### src/rtl/spc_params.svh
// Purpose: Constants for the serial pin control and framing block.
// Assumes: AXI4-Lite with 8-bit byte addresses and 32-bit data.
// Notes: Function
`ifndef SPC_PARAMS_SVH
`define SPC_PARAMS_SVH
`define SPC_AW 8
`define SPC_OFS_CTRL 8'h00
`define SPC_OFS_DATA 8'h04
`define SPC_OFS_STAT 8'h08
`define SPC_OFS_MASK 8'h0C
`define SPC_CTRL_RST 17'h0_1000
`define SPC_ST_DONE 0
`define SPC_ST_FAULT 1
`define SPC_LAST_EDGE 5'h0F
`define SPC_EDGES 5'h10
`define SPC_RESP_OK 2'h0
`define SPC_RESP_ERR 2'h2
`define SPC_PIN_W 4
`define SPC_PIN_SCK 0
`define SPC_PIN_MO 1
`define SPC_PIN_MI 2
`define SPC_PIN_SEL 3
`endif

### src/rtl/spc_pkg.sv
// Purpose: Types shared by the serial pin control block.
// Assumes: Field order matches the control register layout, bit 0 last.
// Notes: Pin vectors put the clock pin at bit 0.
package spc_pkg;
  typedef struct packed {
    logic [7:0] half_div;
    logic       select_output_enable;
    logic       fault_detect_enable;
    logic       bidir_direction_out;
    logic       single_wire_select;
    logic       bit_order_lsb_first;
    logic       cpha;
    logic       cpol;
    logic       master;
    logic       interface_enable;
  } spc_ctrl_type;

  typedef struct packed {
    logic sel;
    logic mi;
    logic mo;
    logic sck;
  } spc_pins_type;

  typedef enum logic [1:0] {
    M_IDLE  = 2'b00,
    M_LEAD  = 2'b01,
    M_SHIFT = 2'b10,
    M_TRAIL = 2'b11
  } spc_mst_type;
endpackage : spc_pkg

### src/rtl/spc_core.sv
// Purpose: Serial pin routing, master framing and slave shifting.
// Assumes: Partner clock is slow enough to be sampled by clk_in.
// Notes: Registers sit on AXI4-Lite; one level interrupt.
//
// Design decisions made here: the address map and the AXI4-Lite register port.
`include "spc_params.svh"
module spc_core import spc_pkg::*; (
  input  wire logic              clk_in,
  input  wire logic              rst_in,
  input  wire logic [`SPC_AW-1:0] s_axi_awaddr_in,
  input  wire logic              s_axi_awvalid_in,
  output logic                   s_axi_awready_out,
  input  wire logic [31:0]       s_axi_wdata_in,
  input  wire logic [3:0]        s_axi_wstrb_in,
  input  wire logic              s_axi_wvalid_in,
  output logic                   s_axi_wready_out,
  output logic [1:0]             s_axi_bresp_out,
  output logic                   s_axi_bvalid_out,
  input  wire logic              s_axi_bready_in,
  input  wire logic [`SPC_AW-1:0] s_axi_araddr_in,
  input  wire logic              s_axi_arvalid_in,
  output logic                   s_axi_arready_out,
  output logic [31:0]            s_axi_rdata_out,
  output logic [1:0]             s_axi_rresp_out,
  output logic                   s_axi_rvalid_out,
  input  wire logic              s_axi_rready_in,
  input  wire logic              serial_clock_pin_in,
  output logic                   serial_clock_pin_out,
  output logic                   serial_clock_pin_oe_out,
  input  wire logic              mo_pin_in,
  output logic                   mo_pin_out,
  output logic                   mo_pin_oe_out,
  input  wire logic              mi_pin_in,
  output logic                   mi_pin_out,
  output logic                   mi_pin_oe_out,
  input  wire logic              sel_pin_in,
  output logic                   sel_pin_out,
  output logic                   sel_pin_oe_out,
  output logic                   irq_out
);
  spc_ctrl_type           ctrl;
  spc_mst_type            mst_st;
  spc_pins_type           pin_out;
  spc_pins_type           pin_oe;
  spc_pins_type           next_out;
  spc_pins_type           next_oe;
  logic [`SPC_PIN_W-1:0]  pin_s;
  logic [7:0]             tx_data;
  logic [7:0]             rx_data;
  logic [7:0]             shreg;
  logic [7:0]             div_cnt;
  logic [4:0]             k;
  logic [4:0]             next_k;
  logic [1:0]             status;
  logic [1:0]             mask;
  logic [1:0]             st_set;
  logic [1:0]             st_clr;
  logic                   aw_held;
  logic                   w_held;
  logic [`SPC_AW-1:0]     aw_addr;
  logic [31:0]            w_data;
  logic [3:0]             w_strb;
  logic                   wr_go;
  logic                   rd_go;
  logic [2:0]             wr_dec;
  logic [2:0]             rd_dec;
  logic [31:0]            rd_mux;
  logic                   sck_d;
  logic                   m_sck;
  logic                   m_sel;
  logic                   tick;
  logic                   m_ev;
  logic                   s_ev;
  logic                   ev;
  logic                   done_ev;
  logic                   samp;
  logic                   din;
  logic                   tbit;
  logic                   sel_s;
  logic                   fault;
  logic                   start;
  logic                   busy;
  logic                   sample_now;
  logic                   shift_now;
  logic [7:0]             fin;

  function automatic logic [7:0] f_shift(input logic [7:0] v, input logic b,
                                         input logic lsb);
    return lsb ? {b, v[7:1]} : {v[6:0], b};
  endfunction : f_shift

  function automatic logic f_outbit(input logic [7:0] v, input logic lsb);
    return lsb ? v[0] : v[7];
  endfunction : f_outbit

  // Byte enables merge a write into the old value lane by lane.
  function automatic logic [31:0] f_merge(input logic [31:0] old,
                                          input logic [31:0] nw,
                                          input logic [3:0]  strb);
    logic [31:0] r;
    r = old;
    for (int i = 0; i < 4; i++) begin
      if (strb[i]) begin
        r[i*8 +: 8] = nw[i*8 +: 8];
      end
    end
    return r;
  endfunction : f_merge

  // Result is {hit, index}; index 0..3 follows the offset order.
  function automatic logic [2:0] f_decode(input logic [`SPC_AW-1:0] a);
    if (a == `SPC_OFS_CTRL) begin
      return 3'h4;
    end else if (a == `SPC_OFS_DATA) begin
      return 3'h5;
    end else if (a == `SPC_OFS_STAT) begin
      return 3'h6;
    end else if (a == `SPC_OFS_MASK) begin
      return 3'h7;
    end else begin
      return 3'h0;
    end
  endfunction : f_decode

  spc_sync #(.W(`SPC_PIN_W)) u_sync (
    .clk_in (clk_in),
    .rst_in (rst_in),
    .d_in   ({sel_pin_in, mi_pin_in, mo_pin_in, serial_clock_pin_in}),
    .q_out  (pin_s)
  );

  assign sel_s  = pin_s[`SPC_PIN_SEL];
  assign wr_go  = aw_held && w_held && !s_axi_bvalid_out;
  assign rd_go  = s_axi_arvalid_in && s_axi_arready_out;
  assign wr_dec = f_decode(aw_addr);
  assign rd_dec = f_decode(s_axi_araddr_in);
  assign start  = wr_go && wr_dec == 3'h5 && ctrl.interface_enable
                  && ctrl.master && mst_st == M_IDLE;
  // A low select while this master listens for faults means another master.
  assign fault  = ctrl.interface_enable && ctrl.master && ctrl.fault_detect_enable
                  && !ctrl.select_output_enable && !sel_s;
  assign busy   = (mst_st != M_IDLE) || (k != '0);
  assign tick   = ({1'b0, div_cnt} + 9'h001) >= {1'b0, ctrl.half_div};
  assign m_ev   = tick && (mst_st == M_LEAD || mst_st == M_SHIFT)
                  && ctrl.interface_enable && ctrl.master && !fault;
  assign s_ev   = ctrl.interface_enable && !ctrl.master && !sel_s
                  && (pin_s[`SPC_PIN_SCK] != sck_d);
  assign ev     = ctrl.master ? m_ev : s_ev;
  assign next_k = k + 5'h01;
  assign din    = (ctrl.master ^ ctrl.single_wire_select) ? pin_s[`SPC_PIN_MI]
                                                         : pin_s[`SPC_PIN_MO];
  assign tbit   = f_outbit(shreg, ctrl.bit_order_lsb_first);
  // Phase 1 samples on even edges, phase 0 on odd ones.
  assign sample_now = ctrl.cpha ? !next_k[0] : next_k[0];
  assign shift_now  = ctrl.cpha ? (next_k[0] && next_k != 5'h01) : !next_k[0];
  assign done_ev    = ev && next_k == `SPC_EDGES;
  assign fin        = f_shift(shreg, ctrl.cpha ? din : samp, ctrl.bit_order_lsb_first);

  // AXI write channel: address and data are taken in either order.
  always_ff @(posedge clk_in) begin
    if (rst_in) begin
      aw_held           <= 1'b0;
      w_held            <= 1'b0;
      aw_addr           <= '0;
      w_data            <= '0;
      w_strb            <= '0;
      s_axi_awready_out <= 1'b0;
      s_axi_wready_out  <= 1'b0;
      s_axi_bvalid_out  <= 1'b0;
      s_axi_bresp_out   <= `SPC_RESP_OK;
    end else begin
      if (s_axi_awvalid_in && s_axi_awready_out) begin
        aw_held           <= 1'b1;
        aw_addr           <= s_axi_awaddr_in;
        s_axi_awready_out <= 1'b0;
      end else if (!aw_held && !s_axi_bvalid_out) begin
        s_axi_awready_out <= 1'b1;
      end
      if (s_axi_wvalid_in && s_axi_wready_out) begin
        w_held           <= 1'b1;
        w_data           <= s_axi_wdata_in;
        w_strb           <= s_axi_wstrb_in;
        s_axi_wready_out <= 1'b0;
      end else if (!w_held && !s_axi_bvalid_out) begin
        s_axi_wready_out <= 1'b1;
      end
      if (wr_go) begin
        aw_held          <= 1'b0;
        w_held           <= 1'b0;
        s_axi_bvalid_out <= 1'b1;
        s_axi_bresp_out  <= wr_dec[2] ? `SPC_RESP_OK : `SPC_RESP_ERR;
      end else if (s_axi_bvalid_out && s_axi_bready_in) begin
        s_axi_bvalid_out <= 1'b0;
      end
    end
  end

  // Control, transmit data and mask registers.
  always_ff @(posedge clk_in) begin
    if (rst_in) begin
      ctrl    <= spc_ctrl_type'(`SPC_CTRL_RST);
      tx_data <= '0;
      mask    <= '0;
    end else begin
      if (wr_go && wr_dec == 3'h4) begin
        ctrl <= spc_ctrl_type'(17'(f_merge(32'(ctrl), w_data, w_strb)));
      end
      if (wr_go && wr_dec == 3'h5) begin
        tx_data <= 8'(f_merge(32'(tx_data), w_data, w_strb));
      end
      if (wr_go && wr_dec == 3'h7) begin
        mask <= 2'(f_merge(32'(mask), w_data, w_strb));
      end
      // A mode fault drops the interface so two masters never fight.
      if (fault) begin
        ctrl.interface_enable <= 1'b0;
      end
    end
  end

  always_comb begin
    rd_mux = '0;
    if (rd_dec == 3'h4) begin
      rd_mux = 32'(ctrl);
    end else if (rd_dec == 3'h5) begin
      rd_mux = 32'(rx_data);
    end else if (rd_dec == 3'h6) begin
      rd_mux = 32'({busy, status});
    end else if (rd_dec == 3'h7) begin
      rd_mux = 32'(mask);
    end
  end

  // AXI read channel; a status read clears the sticky bits.
  always_ff @(posedge clk_in) begin
    if (rst_in) begin
      s_axi_arready_out <= 1'b0;
      s_axi_rvalid_out  <= 1'b0;
      s_axi_rdata_out   <= '0;
      s_axi_rresp_out   <= `SPC_RESP_OK;
    end else if (rd_go) begin
      s_axi_arready_out <= 1'b0;
      s_axi_rvalid_out  <= 1'b1;
      s_axi_rdata_out   <= rd_mux;
      s_axi_rresp_out   <= rd_dec[2] ? `SPC_RESP_OK : `SPC_RESP_ERR;
    end else if (s_axi_rvalid_out && s_axi_rready_in) begin
      s_axi_rvalid_out <= 1'b0;
    end else if (!s_axi_rvalid_out) begin
      s_axi_arready_out <= 1'b1;
    end
  end

  assign st_set = {fault, done_ev};
  assign st_clr = (rd_go && rd_dec == 3'h6) ? 2'h3 : 2'h0;

  // A new event beats a clearing read in the same cycle.
  always_ff @(posedge clk_in) begin
    if (rst_in) begin
      status  <= '0;
      irq_out <= 1'b0;
    end else begin
      status  <= (status & ~st_clr) | st_set;
      irq_out <= |(status & mask);
    end
  end

  // Master framing: lead half period, sixteen edges, trailing half period.
  always_ff @(posedge clk_in) begin
    if (rst_in) begin
      mst_st  <= M_IDLE;
      div_cnt <= '0;
      m_sck   <= 1'b0;
      m_sel   <= 1'b1;
    end else if (fault || !ctrl.interface_enable || !ctrl.master) begin
      mst_st  <= M_IDLE;
      div_cnt <= '0;
      m_sck   <= ctrl.cpol;
      m_sel   <= 1'b1;
    end else begin
      div_cnt <= tick ? 8'h00 : div_cnt + 8'h01;
      case (mst_st)
        M_IDLE: begin
          m_sck   <= ctrl.cpol;
          div_cnt <= '0;
          if (start) begin
            mst_st <= M_LEAD;
            m_sel  <= 1'b0;
          end
        end
        M_LEAD: begin
          if (tick) begin
            m_sck  <= ~m_sck;
            mst_st <= M_SHIFT;
          end
        end
        M_SHIFT: begin
          if (tick) begin
            m_sck <= ~m_sck;
            if (k == `SPC_LAST_EDGE) begin
              mst_st <= M_TRAIL;
              m_sel  <= 1'b1;
            end
          end
        end
        M_TRAIL: begin
          if (tick) begin
            mst_st <= M_IDLE;
          end
        end
        default: begin
          mst_st <= M_IDLE;
        end
      endcase
    end
  end

  // Shared shifter; the slave reloads whenever it is not selected.
  always_ff @(posedge clk_in) begin
    if (rst_in) begin
      shreg   <= '0;
      k       <= '0;
      samp    <= 1'b0;
      rx_data <= '0;
      sck_d   <= 1'b0;
    end else begin
      sck_d <= pin_s[`SPC_PIN_SCK];
      if (start) begin
        shreg <= w_data[7:0];
        k     <= '0;
      end else if (!ctrl.master && (sel_s || !ctrl.interface_enable)) begin
        shreg <= tx_data;
        k     <= '0;
      end else if (ctrl.master && mst_st == M_IDLE) begin
        k <= '0;
      end else if (done_ev) begin
        rx_data <= fin;
        k       <= '0;
        // A master holds its output bit through the last edge, which a phase 1 slave samples.
        shreg   <= ctrl.master ? shreg : tx_data;
      end else if (ev) begin
        k <= next_k;
        if (sample_now) begin
          samp <= din;
        end
        if (shift_now) begin
          shreg <= f_shift(shreg, samp, ctrl.bit_order_lsb_first);
        end
      end
    end
  end

  // Pin routing; all drive is registered so pins come straight from flops.
  always_comb begin
    next_out = '0;
    next_oe  = '0;
    if (ctrl.interface_enable) begin
      next_oe.sck  = ctrl.master;
      next_out.sck = m_sck;
      if (!ctrl.single_wire_select) begin
        next_oe.mo  = ctrl.master;
        next_out.mo = tbit;
        next_oe.mi  = !ctrl.master && !sel_s;
        next_out.mi = tbit;
      end else if (ctrl.master) begin
        next_oe.mo  = ctrl.bidir_direction_out;
        next_out.mo = tbit;
      end else begin
        next_oe.mi  = ctrl.bidir_direction_out;
        next_out.mi = tbit;
      end
      if (ctrl.master && ctrl.fault_detect_enable && ctrl.select_output_enable) begin
        next_oe.sel  = 1'b1;
        next_out.sel = m_sel;
      end
    end
  end

  always_ff @(posedge clk_in) begin
    if (rst_in) begin
      pin_out <= '0;
      pin_oe  <= '0;
    end else begin
      pin_out <= next_out;
      pin_oe  <= next_oe;
    end
  end

  assign serial_clock_pin_out    = pin_out.sck;
  assign serial_clock_pin_oe_out = pin_oe.sck;
  assign mo_pin_out              = pin_out.mo;
  assign mo_pin_oe_out           = pin_oe.mo;
  assign mi_pin_out              = pin_out.mi;
  assign mi_pin_oe_out           = pin_oe.mi;
  assign sel_pin_out             = pin_out.sel;
  assign sel_pin_oe_out          = pin_oe.sel;
endmodule : spc_core

### src/rtl/spc_sync.sv
// Purpose: Two flip-flop synchroniser for pin inputs.
// Assumes: Inputs are asynchronous levels.
// Notes: The first stage is read only by the second.
module spc_sync import spc_pkg::*; #(
  parameter int W = 4
) (
  input  wire logic         clk_in,
  input  wire logic         rst_in,
  input  wire logic [W-1:0] d_in,
  output logic      [W-1:0] q_out
);
  logic [W-1:0] meta;

  always_ff @(posedge clk_in) begin
    if (rst_in) begin
      meta  <= '0;
      q_out <= '0;
    end else begin
      meta  <= d_in;
      q_out <= meta;
    end
  end
endmodule : spc_sync

### config.mk
export PLATFORM = sky130hd
export DESIGN_NAME = spc_core
export DESIGN_NICKNAME = d
export VERILOG_FILES = /design/src/rtl/spc_pkg.sv /design/src/rtl/spc_core.sv /design/src/rtl/spc_sync.sv
export VERILOG_INCLUDE_DIRS = /design/src /design/src/rtl
export SDC_FILE = /design/constraint.sdc
export NUM_CORES = 1
export LEC_CHECK = 0
export BUFFER_PORTS_ARGS = -buffer_cell sky130_fd_sc_hd__buf_2
export CAP_MARGIN = 10
export CELL_PAD_IN_SITES_DETAIL_PLACEMENT = 1
export CELL_PAD_IN_SITES_GLOBAL_PLACEMENT = 1
export CORE_MARGIN = 2
export CORE_UTILIZATION = 40
export DETAILED_ROUTE_END_ITERATION = 8
export GPL_TIMING_DRIVEN = 1
export PLACE_DENSITY_LB_ADDON = 0.08
export REMOVE_ABC_BUFFERS = 1
export SLEW_MARGIN = 15
export SYNTH_ARGS = -nofsm -noshare
export SYNTH_HDL_FRONTEND = slang
export SYNTH_HIERARCHICAL = 1
export SYNTH_SLANG_ARGS = --single-unit
export TNS_END_PERCENT = 50
### constraint.sdc
create_clock -name clk_in -period 7.8 [get_ports clk_in]
set_input_delay 0.78 -clock clk_in [delete_from_list [all_inputs] [get_ports clk_in]]
set_output_delay 0.78 -clock clk_in [all_outputs]
set_load 0.02 [all_outputs]
==> results of run 1 <==
[per-stage QoR]
stage / total power, mW / util
floorplan: 0.7637 / -
global placement: 0.7974 / 0.4395
detailed placement: 0.8007 / 0.4395
CTS: 1.635 / 0.4817
global route: 1.674 / 0.4817
finish: 1.618 / 0.4817
[cells in the mapped netlist, types with 9 or more instances]
cell type | count | area (sq um)
dfxtp_1 | 135 | 2703
a221oi_1 | 9 | 78.83
a22oi_1 | 19 | 142.6
o31ai_1 | 9 | 67.56
nor2_1 | 76 | 285.3
nor2b_1 | 22 | 137.6
clkbuf_1 | 25 | 93.84
inv_1 | 23 | 86.33
mux2i_1 | 21 | 210.2
ha_1 | 17 | 212.7
nand2_1 | 87 | 326.6
nand4_1 | 11 | 68.82
buf_4 | 17 | 127.6
mux2_2 | 15 | 168.9
a21oi_1 | 66 | 330.3
nand3_1 | 41 | 205.2
[final cells by class]
class                      instances  area share
sequential                       135      0.3861
inverter                          24     0.01287
clock buffer                      22     0.06631
timing repair buffer              81     0.05898
multi-input combinational        491      0.4216
tap                              184     0.03289
clock inverter                     9     0.02127
[cells in the final DEF (no fill, tap or decap), drive strengths merged, types with 4 or more instances in the layout]
master,count
nand2b,5
nand3,41
a221oi,10
nand4,11
bufinv,4
nor2b,22
dfxtp,135
mux2i,21
buf,81
nand2,87
a211oi,5
ha,17
a22oi,19
or2,4
clkinv,6
mux2,15
nor2,76
a21oi,66
o21ai,10
and2,5
inv,23
clkbuf,22
xnor2,7
nor3,8
conb,17
o31ai,9
[worst paths after layout]
path | end | slack (ps) | start | depth (start not counted)
min | u_sync/q_out[1]$_SDFF_PP0_ | 440 | u_sync/meta[1]$_SDFF_PP0_ | 1
min reg2reg | u_sync/q_out[1]$_SDFF_PP0_ | 440 | u_sync/meta[1]$_SDFF_PP0_ | 1
max reg2reg | shreg[5]$_SDFFE_PP0P_ | 4130 | div_cnt[2]$_SDFF_PP0_ | 12
max | shreg[5]$_SDFFE_PP0P_ | 4130 | div_cnt[2]$_SDFF_PP0_ | 12
[metal layers]
layer	share of wire	global-route usage	vias up
met2	0.45	0.3261	85
met5	0	0	-
met1	0.50	0.2840	2391
li1	-	-	2476
met4	0.013	0.06206	0
met3	0.037	0.04248	18
[state kept, by name, summed over array words and instances (netlist names), 2 cells and up]
register	flops
s_axi_rdata_out	17
shreg	8
mst_st	2
rx_data	8
k	5
u_sync/meta	4
status	2
mask	2
aw_addr	8
w_data	17
tx_data	8
u_sync/q_out	4
w_strb	3
div_cnt	8
ctrl	17
[cell families (layout without fill, tap and decap cells)]
logic type	Yosys count	count (layout)	synth area share
xor gates and xnor gates	10	10	0.01474
muxes	38	38	0.07200
adders and majority gates	17	17	0.03579
DFF	135	135	0.4547
and+or+nand+nor	272	272	0.2126
other	1	17	0.0006310
buffers and inverters	73	136	0.05873
AOI/OAI and AO/OA	137	137	0.1507
[critical path, cell delays in order, from the launching register on]
cell       delay (ps)
dfxtp_1           390
nand3_1           170
nor2_1            190
nand3_1           120
xnor2_1           170
ha_1              300
and3_1            180
o2111ai_1         120
o21ai_1           510
o21ai_2           270
a211oi_2          700
or2_2             320
a21oi_1            90
[report_power, final]
part / internal, mW / total, mW / switching [mW] / leakage (nW)
Clock: 0.548 / 0.833 / 0.285 / 0.304
Sequential: 0.703 / 0.716 / 0.0127 / 1.09
Combinational: 0.0231 / 0.0697 / 0.0465 / 1.47
Total: 1.27 / 1.62 / 0.344 / 2.86
==> results by group, run 1 <==
Die
  • Top Ports: 113
  • Chip width: ~130 microns
  • Die area: between 15,000 and 20,000 sq um
  • Initial Util: 0.4089
  • Core area: around 15,000 sq um
  • Die Ht: ~130 microns
  • Row Count: 44

GRT
  • Tot GR Track Use: 0.2058
  • Initial antenna violation count: 0
  • Vias in the first global route: about 5,000
  • Gr ovfl total: 0
  • Pin count of the biggest net entering global routing: 60
  • First-pass GRT wire length: 26.12 mm

Job
  • Max-Cap Viols: 0

Drt
  • Routed Antenna Nets: 0
  • WL/cell: 16.68 microns
  • Total wire length: approximately 16 mm
  • Vias: between 4,000 and 5,000
  • Via/cell ratio: approximately 5.3
  • Number of DRC markers in iteration 0: 294
  • Remaining DRCs: 0
  • DR pass1 iterations: 4

CTS
  • # clock sinks: between 100 and 150
  • CTS clk-pin slew, worst paths: 60 ps
  • CTS Buffer Depth: 2
  • TritonCTS clock tree: done
  • CTS resizes: 0
  • Num CTS Buffers: 17
  • Post CTS Setup Buffer Count: 0
  • Cts hold-fix bufs: 0
  • H-tree depth: 4
  • Clock latency on the worst-skew pair: around 420 ps
  • CTS root buffer: clkbuf_16

STA
  • RSZ-0062 raised after global routing: no
  • Clock Skew: about 6.8 ps
  • Hold WS: roughly 440 ps
  • Hold Vio Cnt, Final: 0
  • Fmax: 272.6 MHz
  • Min Tclk post-route: approximately 3700 ps
  • Setup WS post-layout: slightly above 4000 ps
  • Slew margin rel.: 0.5010
  • Final setup violation count: 0
  • Period utilisation layout: 0.4703
  • Worst Max-Slew Pin Slew: 746.7 ps
  • Post-Route Setup TNS: 0 ps
  • Max Slew Vio Count: 0

Place
  • DP Worst Slack: approximately 4100 ps
  • Placed Area: 6387 sq um
  • Inst Count DP: between 900 and 1,000
  • GP Congestion: about 0.84
  • Detailed placement HPWL: 11.47 mm
  • IO Port Bufs: between 70 and 80

Worst hold path
  • Hold Crit Class: register to register

Yosys
  • #FFs+latches synth: 135
  • FFs w/ async S/R, synth: 0
  • Synthesized area per cell: 8.702 sq um
  • Yosys warns: 6
  • Top FF cell, synth: dfxtp_1
  • EDFF count, synth: 0
  • Sequential area share after synthesis: 0.4547
  • Synthesized instance count: 683
  • Yosys cell types: between 50 and 60
  • Area of the mapped netlist: around 6000 sq um

Finish
  • Layout area overhead: 17.79%
  • Finished Layout Cells: roughly 950
  • Final nets: slightly above 800
  • Fillers: 1,754
  • Storage cell area: between 2000 and 3000 sq um
  • Diode count: 0
  • Multi-input gate area: between 2000 and 3000 sq um
  • Fin area: around 7000 sq um
  • Share of layout cells above drive strength 1: 0.1798

Status
  • Outcome: complete, no violations

Worst setup path
  • Critical path class: register to register
  • Startpoint Class: register
  • Crit Path Max Fanout: 9
  • Worst endpoint required time: approximately 8100 ps
  • Critical path endpoint category: register
  • Critical Path AT: about 4000 ps

Power and ir drop
  • Leak: approximately 2.9 nW
  • P per Cell Area: between 200 and 250 nW/um^2
  • Worst vdd ir: between 0.1 and 0.15 mV
No activity file was read; power rests on OpenSTA's default activity.
==> run 2, diff against run 1 <==
--- a/config.mk
+++ b/config.mk
@@ -6,6 +6,7 @@
 export SDC_FILE = /design/constraint.sdc
 export NUM_CORES = 1
 export LEC_CHECK = 0
+export ABC_AREA = 1
 export BUFFER_PORTS_ARGS = -buffer_cell sky130_fd_sc_hd__buf_2
 export CAP_MARGIN = 10
 export CELL_PAD_IN_SITES_DETAIL_PLACEMENT = 1
==> constraint.sdc (replaced) <==
create_clock -name clk_in -period 3.5 [get_ports clk_in]
set_input_delay 0.35 -clock clk_in [delete_from_list [all_inputs] [get_ports clk_in]]
set_output_delay 0.35 -clock clk_in [all_outputs]
set_load 0.02 [all_outputs]
==> run 2 against run 1 <==
Clock skew increased by 2.3 ps. Design area rose by 2.0%. Maximum frequency up 18%. Register-to-register slack worse by 3700 ps. Sequential power up 130%. Wire length rose by 2.7%. Critical endpoint is now shreg[6]$_SDFFE_PP0P_.
==> results by group, run 2 <==
Yosys
  • #FFs+latches synth: 135
  • Post-synth top cells: 135 x dfxtp_1, 117 x nor2_1, 113 x inv_1, 110 x nand2_1, 93 x o21ai_0
  • Mux cell area share after synthesis: 0.003507
  • Yosys top cell by area: dfxtp_1
  • Synthesized instance count: a little over 800
  • Synthesized area per cell: 7.361 sq um
  • EDFF count, synth: 0
  • Synth top area share: 0.4455
  • Most common cell in the netlist: dfxtp_1
  • Synth top area cells: dfxtp_1 45%, o21ai_0 7.7%, nor2_1 7.2%, inv_1 7.0%, nand2_1 6.8%
  • Yosys cell types: 45
  • Sequential area share after synthesis: 0.4455
  • Area of the mapped netlist: 6066 sq um
  • XOR/XNOR Fraction of Synth Area: 0.008663
  • Top FF cell, synth: dfxtp_1
  • FFs w/ async S/R, synth: 0
  • Synthesized-area fraction occupied by adder cells: 0.03507
  • Synth Area in Compound Gates: 0.1605
  • Yosys warns: 6
  • Combinational family with the most area after synthesis: simple AND/OR/NAND/NOR gates
  • Synth Area in Simple Gates: 0.2294

Power and ir drop
  • Clock power frac: 0.495
  • Reg power frac: 0.442
  • Combinational Power Share: 0.063
  • Cell-internal power: about 2.8 mW
  • Sw Ratio: 0.2353
  • Leak: 3.217 nW
  • Switching power: ~860 uW
  • Worst vdd ir: 0.3357 mV
  • P per Cell Area: 512.3 nW/um^2

Drt
  • Routed Antenna Nets: 0
  • WL/cell: 14.76 microns
  • Via/cell ratio: about 5.0
  • DR pass1 iterations: 5
  • Vias: about 5,500
  • Total wire length: around 16 mm
  • Remaining DRCs: 0
  • Number of DRC markers in iteration 0: 215

Finish
  • Diode count: 0
  • Share of layout cells above drive strength 1: 0.1592
  • Final nets: between 900 and 1,000
  • Top Registers: ctrl x17, s_axi_rdata_out x17, w_data x17
  • Commonest non-fill, non-tap cell in the layout: dfxtp_1
  • Layout area overhead: 17.72%
  • Most frequent cells in the layout: 135 x dfxtp_1, 117 x nor2_1, 113 x inv_1

GRT
  • Gr ovfl total: 0
  • Pin count of the biggest net entering global routing: 42
  • Tot GR Track Use: 0.2060
  • First-pass GRT wire length: around 27 mm
  • Vias in the first global route: 5,524
  • Initial antenna violation count: 0

Worst setup path
  • Crit Path Max Fanout: 12
  • Startpoint Class: register
  • Critical Path AT: 3420 ps
  • Worst r2r path cells: 23
  • Reg-to-Reg Start: div_cnt[0]$_SDFF_PP0_
  • Reg2Reg Setup Slack: a little under 400 ps
  • Worst endpoint required time: around 3800 ps
  • Critical path endpoint category: register
  • Reg-to-reg endpoint: shreg[6]$_SDFFE_PP0P_
  • Critical path class: register to register

STA
  • Slew margin rel.: 0.3124
  • Setup WS post-layout: a little under 400 ps
  • RSZ-0062 raised after global routing: no
  • Hold Vio Cnt, Final: 0
  • Fmax: 321.9 MHz
  • Max Slew Vio Count: 0
  • Min Tclk post-route: around 3100 ps
  • Clock Skew: 9.085 ps
  • Final setup violation count: 0
  • Period utilisation layout: 0.8876
  • Worst Max-Slew Pin Slew: approximately 1000 ps
  • Post-Route Setup TNS: 0 ps

CTS
  • H-tree depth: 4
  • CTS clk-pin slew, worst paths: 60 ps
  • Cts hold-fix bufs: 0
  • TritonCTS clock tree: done
  • Post CTS Setup Buffer Count: 0
  • CTS resizes: 0
  • CTS Buffer Depth: 2
  • Clock latency on the worst-skew pair: roughly 420 ps
  • # clock sinks: around 140
  • CTS root buffer: clkbuf_16
  • Num CTS Buffers: 17

Die
  • Top Ports: approximately 110
  • Chip width: roughly 130 microns
  • Row Count: 45
  • Core area: 15,030 sq um
  • Die area: 16,170 sq um
  • Die Ht: between 100 and 150 microns
  • Initial Util: 0.4035

Place
  • DP Worst Slack: roughly 380 ps
  • IO Port Bufs: between 70 and 80
  • Detailed placement HPWL: around 12 mm
  • GP Congestion: slightly below 0.8

Worst hold path
  • WHS Endpoint: u_sync/meta[2]$_SDFF_PP0_
  • Hold Crit Class: primary input to register
  • Min-delay src: mi_pin_in
  • Hold depth: 3

Job
  • Max-Cap Viols: 0

Status
  • Outcome: complete, no violations
-- run 2: cell count changes in the layout (fill, tap and decap cells not counted), moves of 20 or more --
cell,before,now
inv_1,23,113
mux2i_1,21,1
nand2_1,87,110
nor2_1,76,117
nor2b_1,22,1
o21ai_0,8,93
-- run 2: how the worst max path moves through the flow --
stage | startpoint | to | slack [ps]
finish | div_cnt[0]$_SDFF_PP0_ | shreg[6]$_SDFFE_PP0P_ | 390
global route | div_cnt[0]$_SDFF_PP0_ | shreg[6]$_SDFFE_PP0P_ | 20
CTS | div_cnt[0]$_SDFF_PP0_ | shreg[4]$_SDFFE_PP0P_ | 360
detailed placement | div_cnt[0]$_SDFF_PP0_ | shreg[4]$_SDFFE_PP0P_ | 380
global placement | div_cnt[0]$_SDFF_PP0_ | shreg[6]$_SDFFE_PP0P_ | 490
floorplan | div_cnt[0]$_SDFF_PP0_ | rx_data[2]$_SDFFE_PP0P_ | 900
-- run 2: cell families (layout without fill, tap and decap cells) --
| logic type | count (synthesis) | count (layout) |
|---|---|---|
| compound gates | 183 | 183 |
| xor+xnor | 6 | 6 |
| fa+ha+maj | 17 | 17 |
| buf+inv | 166 | 237 |
| flops | 135 | 135 |
| mux | 2 | 2 |
| other cells | 1 | 17 |
| simple gates | 314 | 314 |
-- run 2: power groups by stage --
stage          Clock [mW]  Combinational, mW  Sequential, mW
2_1_floorplan           0              0.122            1.66
3_3_place_gp            0              0.224            1.65
3_5_place_dp            0              0.231            1.65
4_1_cts              1.85              0.234            1.62
5_1_grt              1.91              0.261            1.62
6_report             1.81              0.229            1.62
-- run 2: layout make-up --
cell class	instances	area [sq um]
Inverter	120	450.4
Multi-Input combinational cell	539	2715
Fill cell	1961	7893
Sequential cell	135	2703
Clock buffer	19	442.9
Timing Repair Buffer	85	440.4
Clock inverter	13	153.9
Tap cell	188	235.2
-- run 2: per-layer routing --
| layer | vias up | share of wire | global-route usage |
|---|---|---|---|
| met2 | 105 | 0.50 | 0.3725 |
| li1 | 2759 | - | - |
| met3 | 21 | 0.035 | 0.03685 |
| met1 | 2619 | 0.45 | 0.2465 |
| met4 | 0 | 0.016 | 0.06981 |
| met5 | - | 0 | 0 |
-- run 2: critical path: stages (launching register included) --
cell and delay (ps):
dfxtp_1 390, ha_1 200, nand2_1 70, inv_2 80, nand2_2 70, nor2_1 120
nor2_1 70, ha_1 290, nand2_1 70, nor2_1 100, nand2_1 60, nand3_1 60
nand2_1 50, nand2_1 50, nand2_1 60, nand2_2 100, nand2_4 100, nand2_4 130
nand2_2 190, nand2_1 120, nand3_2 190, and2_4 250, nor2_1 130, nor2_1 50
-- run 2: stage by stage --
| step | hold slack [ps] | utilization | cells | total power, mW | cell area (sq um) |
|---|---|---|---|---|---|
| 5_1_grt | 136.9 | 0.4750 | 1099 | 3.793 | 7141 |
| 4_1_cts | 127.2 | 0.4750 | 1099 | 3.699 | 7141 |
| 3_5_place_dp | 401.2 | 0.4353 | 1067 | 1.882 | 6544 |
| 3_3_place_gp | 396.8 | 0.4353 | 1067 | 1.872 | 6544 |
| 2_1_floorplan | 388.3 | - | 794 | 1.786 | 5868 |
| 6_report | 141.6 | 0.4750 | 1099 | 3.658 | 7141 |
==> run 3, diff against run 2 <==
--- a/config.mk
+++ b/config.mk
@@ -8,11 +8,10 @@
 export LEC_CHECK = 0
 export ABC_AREA = 1
 export BUFFER_PORTS_ARGS = -buffer_cell sky130_fd_sc_hd__buf_2
-export CAP_MARGIN = 10
 export CELL_PAD_IN_SITES_DETAIL_PLACEMENT = 1
 export CELL_PAD_IN_SITES_GLOBAL_PLACEMENT = 1
-export CORE_MARGIN = 2
 export CORE_UTILIZATION = 40
+export CTS_BUF_LIST = sky130_fd_sc_hd__clkbuf_2
 export DETAILED_ROUTE_END_ITERATION = 8
 export GPL_TIMING_DRIVEN = 1
 export PLACE_DENSITY_LB_ADDON = 0.08
==> run 3 against run 2 <==
Sequential power about the same. Power decreased by 26%. Utilization up 1.2 points. Worst hold slack worse by 50 ps. Die area is 3.1% lower. Final cell count grew 3.3%. Register-to-register slack about the same. Via count up 2.1%. Combinational power increased by 15%. Critical path type unchanged. Largest power group is now sequential cells. Highest routed layer unchanged.
==> results by group, run 3 (same netlist as run 2, synthesis figures left out) <==
Die
  • Core area: between 10,000 and 15,000 sq um
  • Initial Util: 0.4142
  • Die Ht: 125.1 microns
  • Die area: around 16,000 sq um
  • Top Ports: 113
  • Row Count: between 40 and 50
  • Chip width: about 130 microns

GRT
  • Gr ovfl total: 0
  • Initial antenna violation count: 0
  • Tot GR Track Use: 0.2268
  • Vias in the first global route: between 5,000 and 6,000
  • First-pass GRT wire length: around 28 mm
  • Pin count of the biggest net entering global routing: 47

Worst setup path
  • Critical path endpoint category: register
  • Startpoint Class: register
  • Critical Path AT: around 3700 ps
  • Critical path class: register to register
  • Crit Path Max Fanout: 9
  • Worst endpoint required time: 4100 ps

CTS
  • Post CTS Setup Buffer Count: 0
  • CTS clk-pin slew, worst paths: about 190 ps
  • Num CTS Buffers: 17
  • CTS root buffer: clkbuf_2
  • CTS resizes: 0
  • # clock sinks: ~140
  • CTS Buffer Depth: 2
  • Clock latency on the worst-skew pair: 710 ps
  • TritonCTS clock tree: done
  • Cts hold-fix bufs: 39
  • H-tree depth: 4

Drt
  • DR pass1 iterations: 6
  • Vias: 5,622
  • Total wire length: around 17 mm
  • Routed Antenna Nets: 0
  • Via/cell ratio: ~5
  • WL/cell: approximately 15 microns
  • Remaining DRCs: 0
  • Number of DRC markers in iteration 0: between 150 and 200

Place
  • GP Congestion: between 0.8 and 0.9
  • DP Worst Slack: slightly above 400 ps
  • Inst Count DP: approximately 1,100
  • IO Port Bufs: a little under 80
  • Detailed placement HPWL: between 10 and 15 mm

Job
  • Max-Cap Viols: 0

Finish
  • Layout area overhead: 17.68%
  • Commonest non-fill, non-tap cell in the layout: dfxtp_1
  • Share of layout cells above drive strength 1: 0.1514
  • Diode count: 0
  • Finished Layout Cells: roughly 1,100
  • Final nets: 1,018
  • Top Registers: ctrl x17, s_axi_rdata_out x17, w_data x17
  • Most frequent cells in the layout: 135 x dfxtp_1, 117 x nor2_1, 113 x inv_1

STA
  • Final setup violation count: 0
  • Hold Vio Cnt, Final: 0
  • RSZ-0062 raised after global routing: no
  • Max Slew Vio Count: 0
  • Slew margin rel.: 0.4949
  • Worst Max-Slew Pin Slew: 756.5 ps
  • Hold WS: about 92 ps
  • Clock Skew: between 30 and 40 ps
  • Post-Route Setup TNS: 0 ps
  • Period utilisation layout: 0.8866
  • Fmax: 322.3 MHz
  • Min Tclk post-route: just over 3000 ps
  • Setup WS post-layout: approximately 400 ps

Power and ir drop
  • Power Total: roughly 2.7 mW
  • Clock power frac: 0.308
  • Reg power frac: 0.596
  • Leak: ~3.2 nW
  • Sw Ratio: 0.2869
  • P per Cell Area: 381.0 nW/um^2
  • Worst vdd ir: between 0.2 and 0.25 mV
  • Switching power: 780.4 uW
  • Cell-internal power: 1.940 mW
  • Combinational Power Share: 0.097

Status
  • Outcome: complete, no violations

Worst hold path
  • Hold Crit Class: primary input to register
run 3: cell types whose count changed in the layout (fill, tap and decap cells not counted), sizes merged:
cell         change
dlygate4sd3     +39
bufinv           -2
inv              -1
buf              +1
clkinvlp         +1
clkbuf           -1
clkinv           +3
run 3: path summary, 6_finish.rpt:
kind                              from                              end  cells past startpoint  slack (ps)
max              div_cnt[0]$_SDFF_PP0_            shreg[4]$_SDFFE_PP0P_                     23         400
min                   s_axi_arvalid_in  s_axi_rdata_out[0]$_SDFFE_PP0P_                      4          90
max reg2reg      div_cnt[0]$_SDFF_PP0_            shreg[4]$_SDFFE_PP0P_                     23         400
min reg2reg  u_sync/meta[2]$_SDFF_PP0_       u_sync/q_out[2]$_SDFF_PP0_                      2         420
run 3: cell type report:
type / count / area (sq um)
multi-input cells: 539 / 2715
fillers: 1895 / 7506
clock inverters: 14 / 111.4
clock buffers: 18 / 90.09
repair buffers: 125 / 838.3
flip-flops and latches: 135 / 2703
inverters: 120 / 450.4
well taps: 184 / 230.2
run 3: per-layer routing:
metal | track usage | wire [microns] | vias to the layer above
met5 | 0 | 0 | -
met4 | 0.08680 | 333 | 0
met3 | 0.03766 | 513 | 22
met2 | 0.4049 | 8549 | 112
met1 | 0.2720 | 7602 | 2639
li1 | - | - | 2849
run 3: worst max-delay path: stages, from the launching register on:
cell	delay (ps)
dfxtp_1	420
ha_1	180
nand2_1	70
inv_2	70
nand2_2	70
nor2_1	130
nor2_1	70
ha_1	300
nand2_1	80
nor2_1	110
nand2_1	70
nand3_1	70
nand2_1	50
nand2_1	60
nand2_1	60
nand2_2	110
nand2_4	100
nand2_4	140
nand2_2	120
nand2_1	100
nand3_2	200
and2_4	250
nor2_1	130
nor2_1	50
run 3: stage by stage:
| stage | util | area, sq um |
|---|---|---|
| 2_1_floorplan | - | 5868 |
| 3_3_place_gp | 0.4470 | 6546 |
| 3_5_place_dp | 0.4470 | 6546 |
| 4_1_cts | 0.4874 | 7138 |
| 5_1_grt | 0.4874 | 7138 |
| 6_report | 0.4874 | 7138 |
run 3: power by group through the flow:
stage	Combinational [mW]	Clock [mW]	Sequential, mW
after global routing	0.294	0.927	1.63
after floorplan	0.122	0	1.66
after detailed placement	0.229	0	1.65
final	0.264	0.836	1.62
after CTS	0.261	0.874	1.62
after global placement	0.222	0	1.65
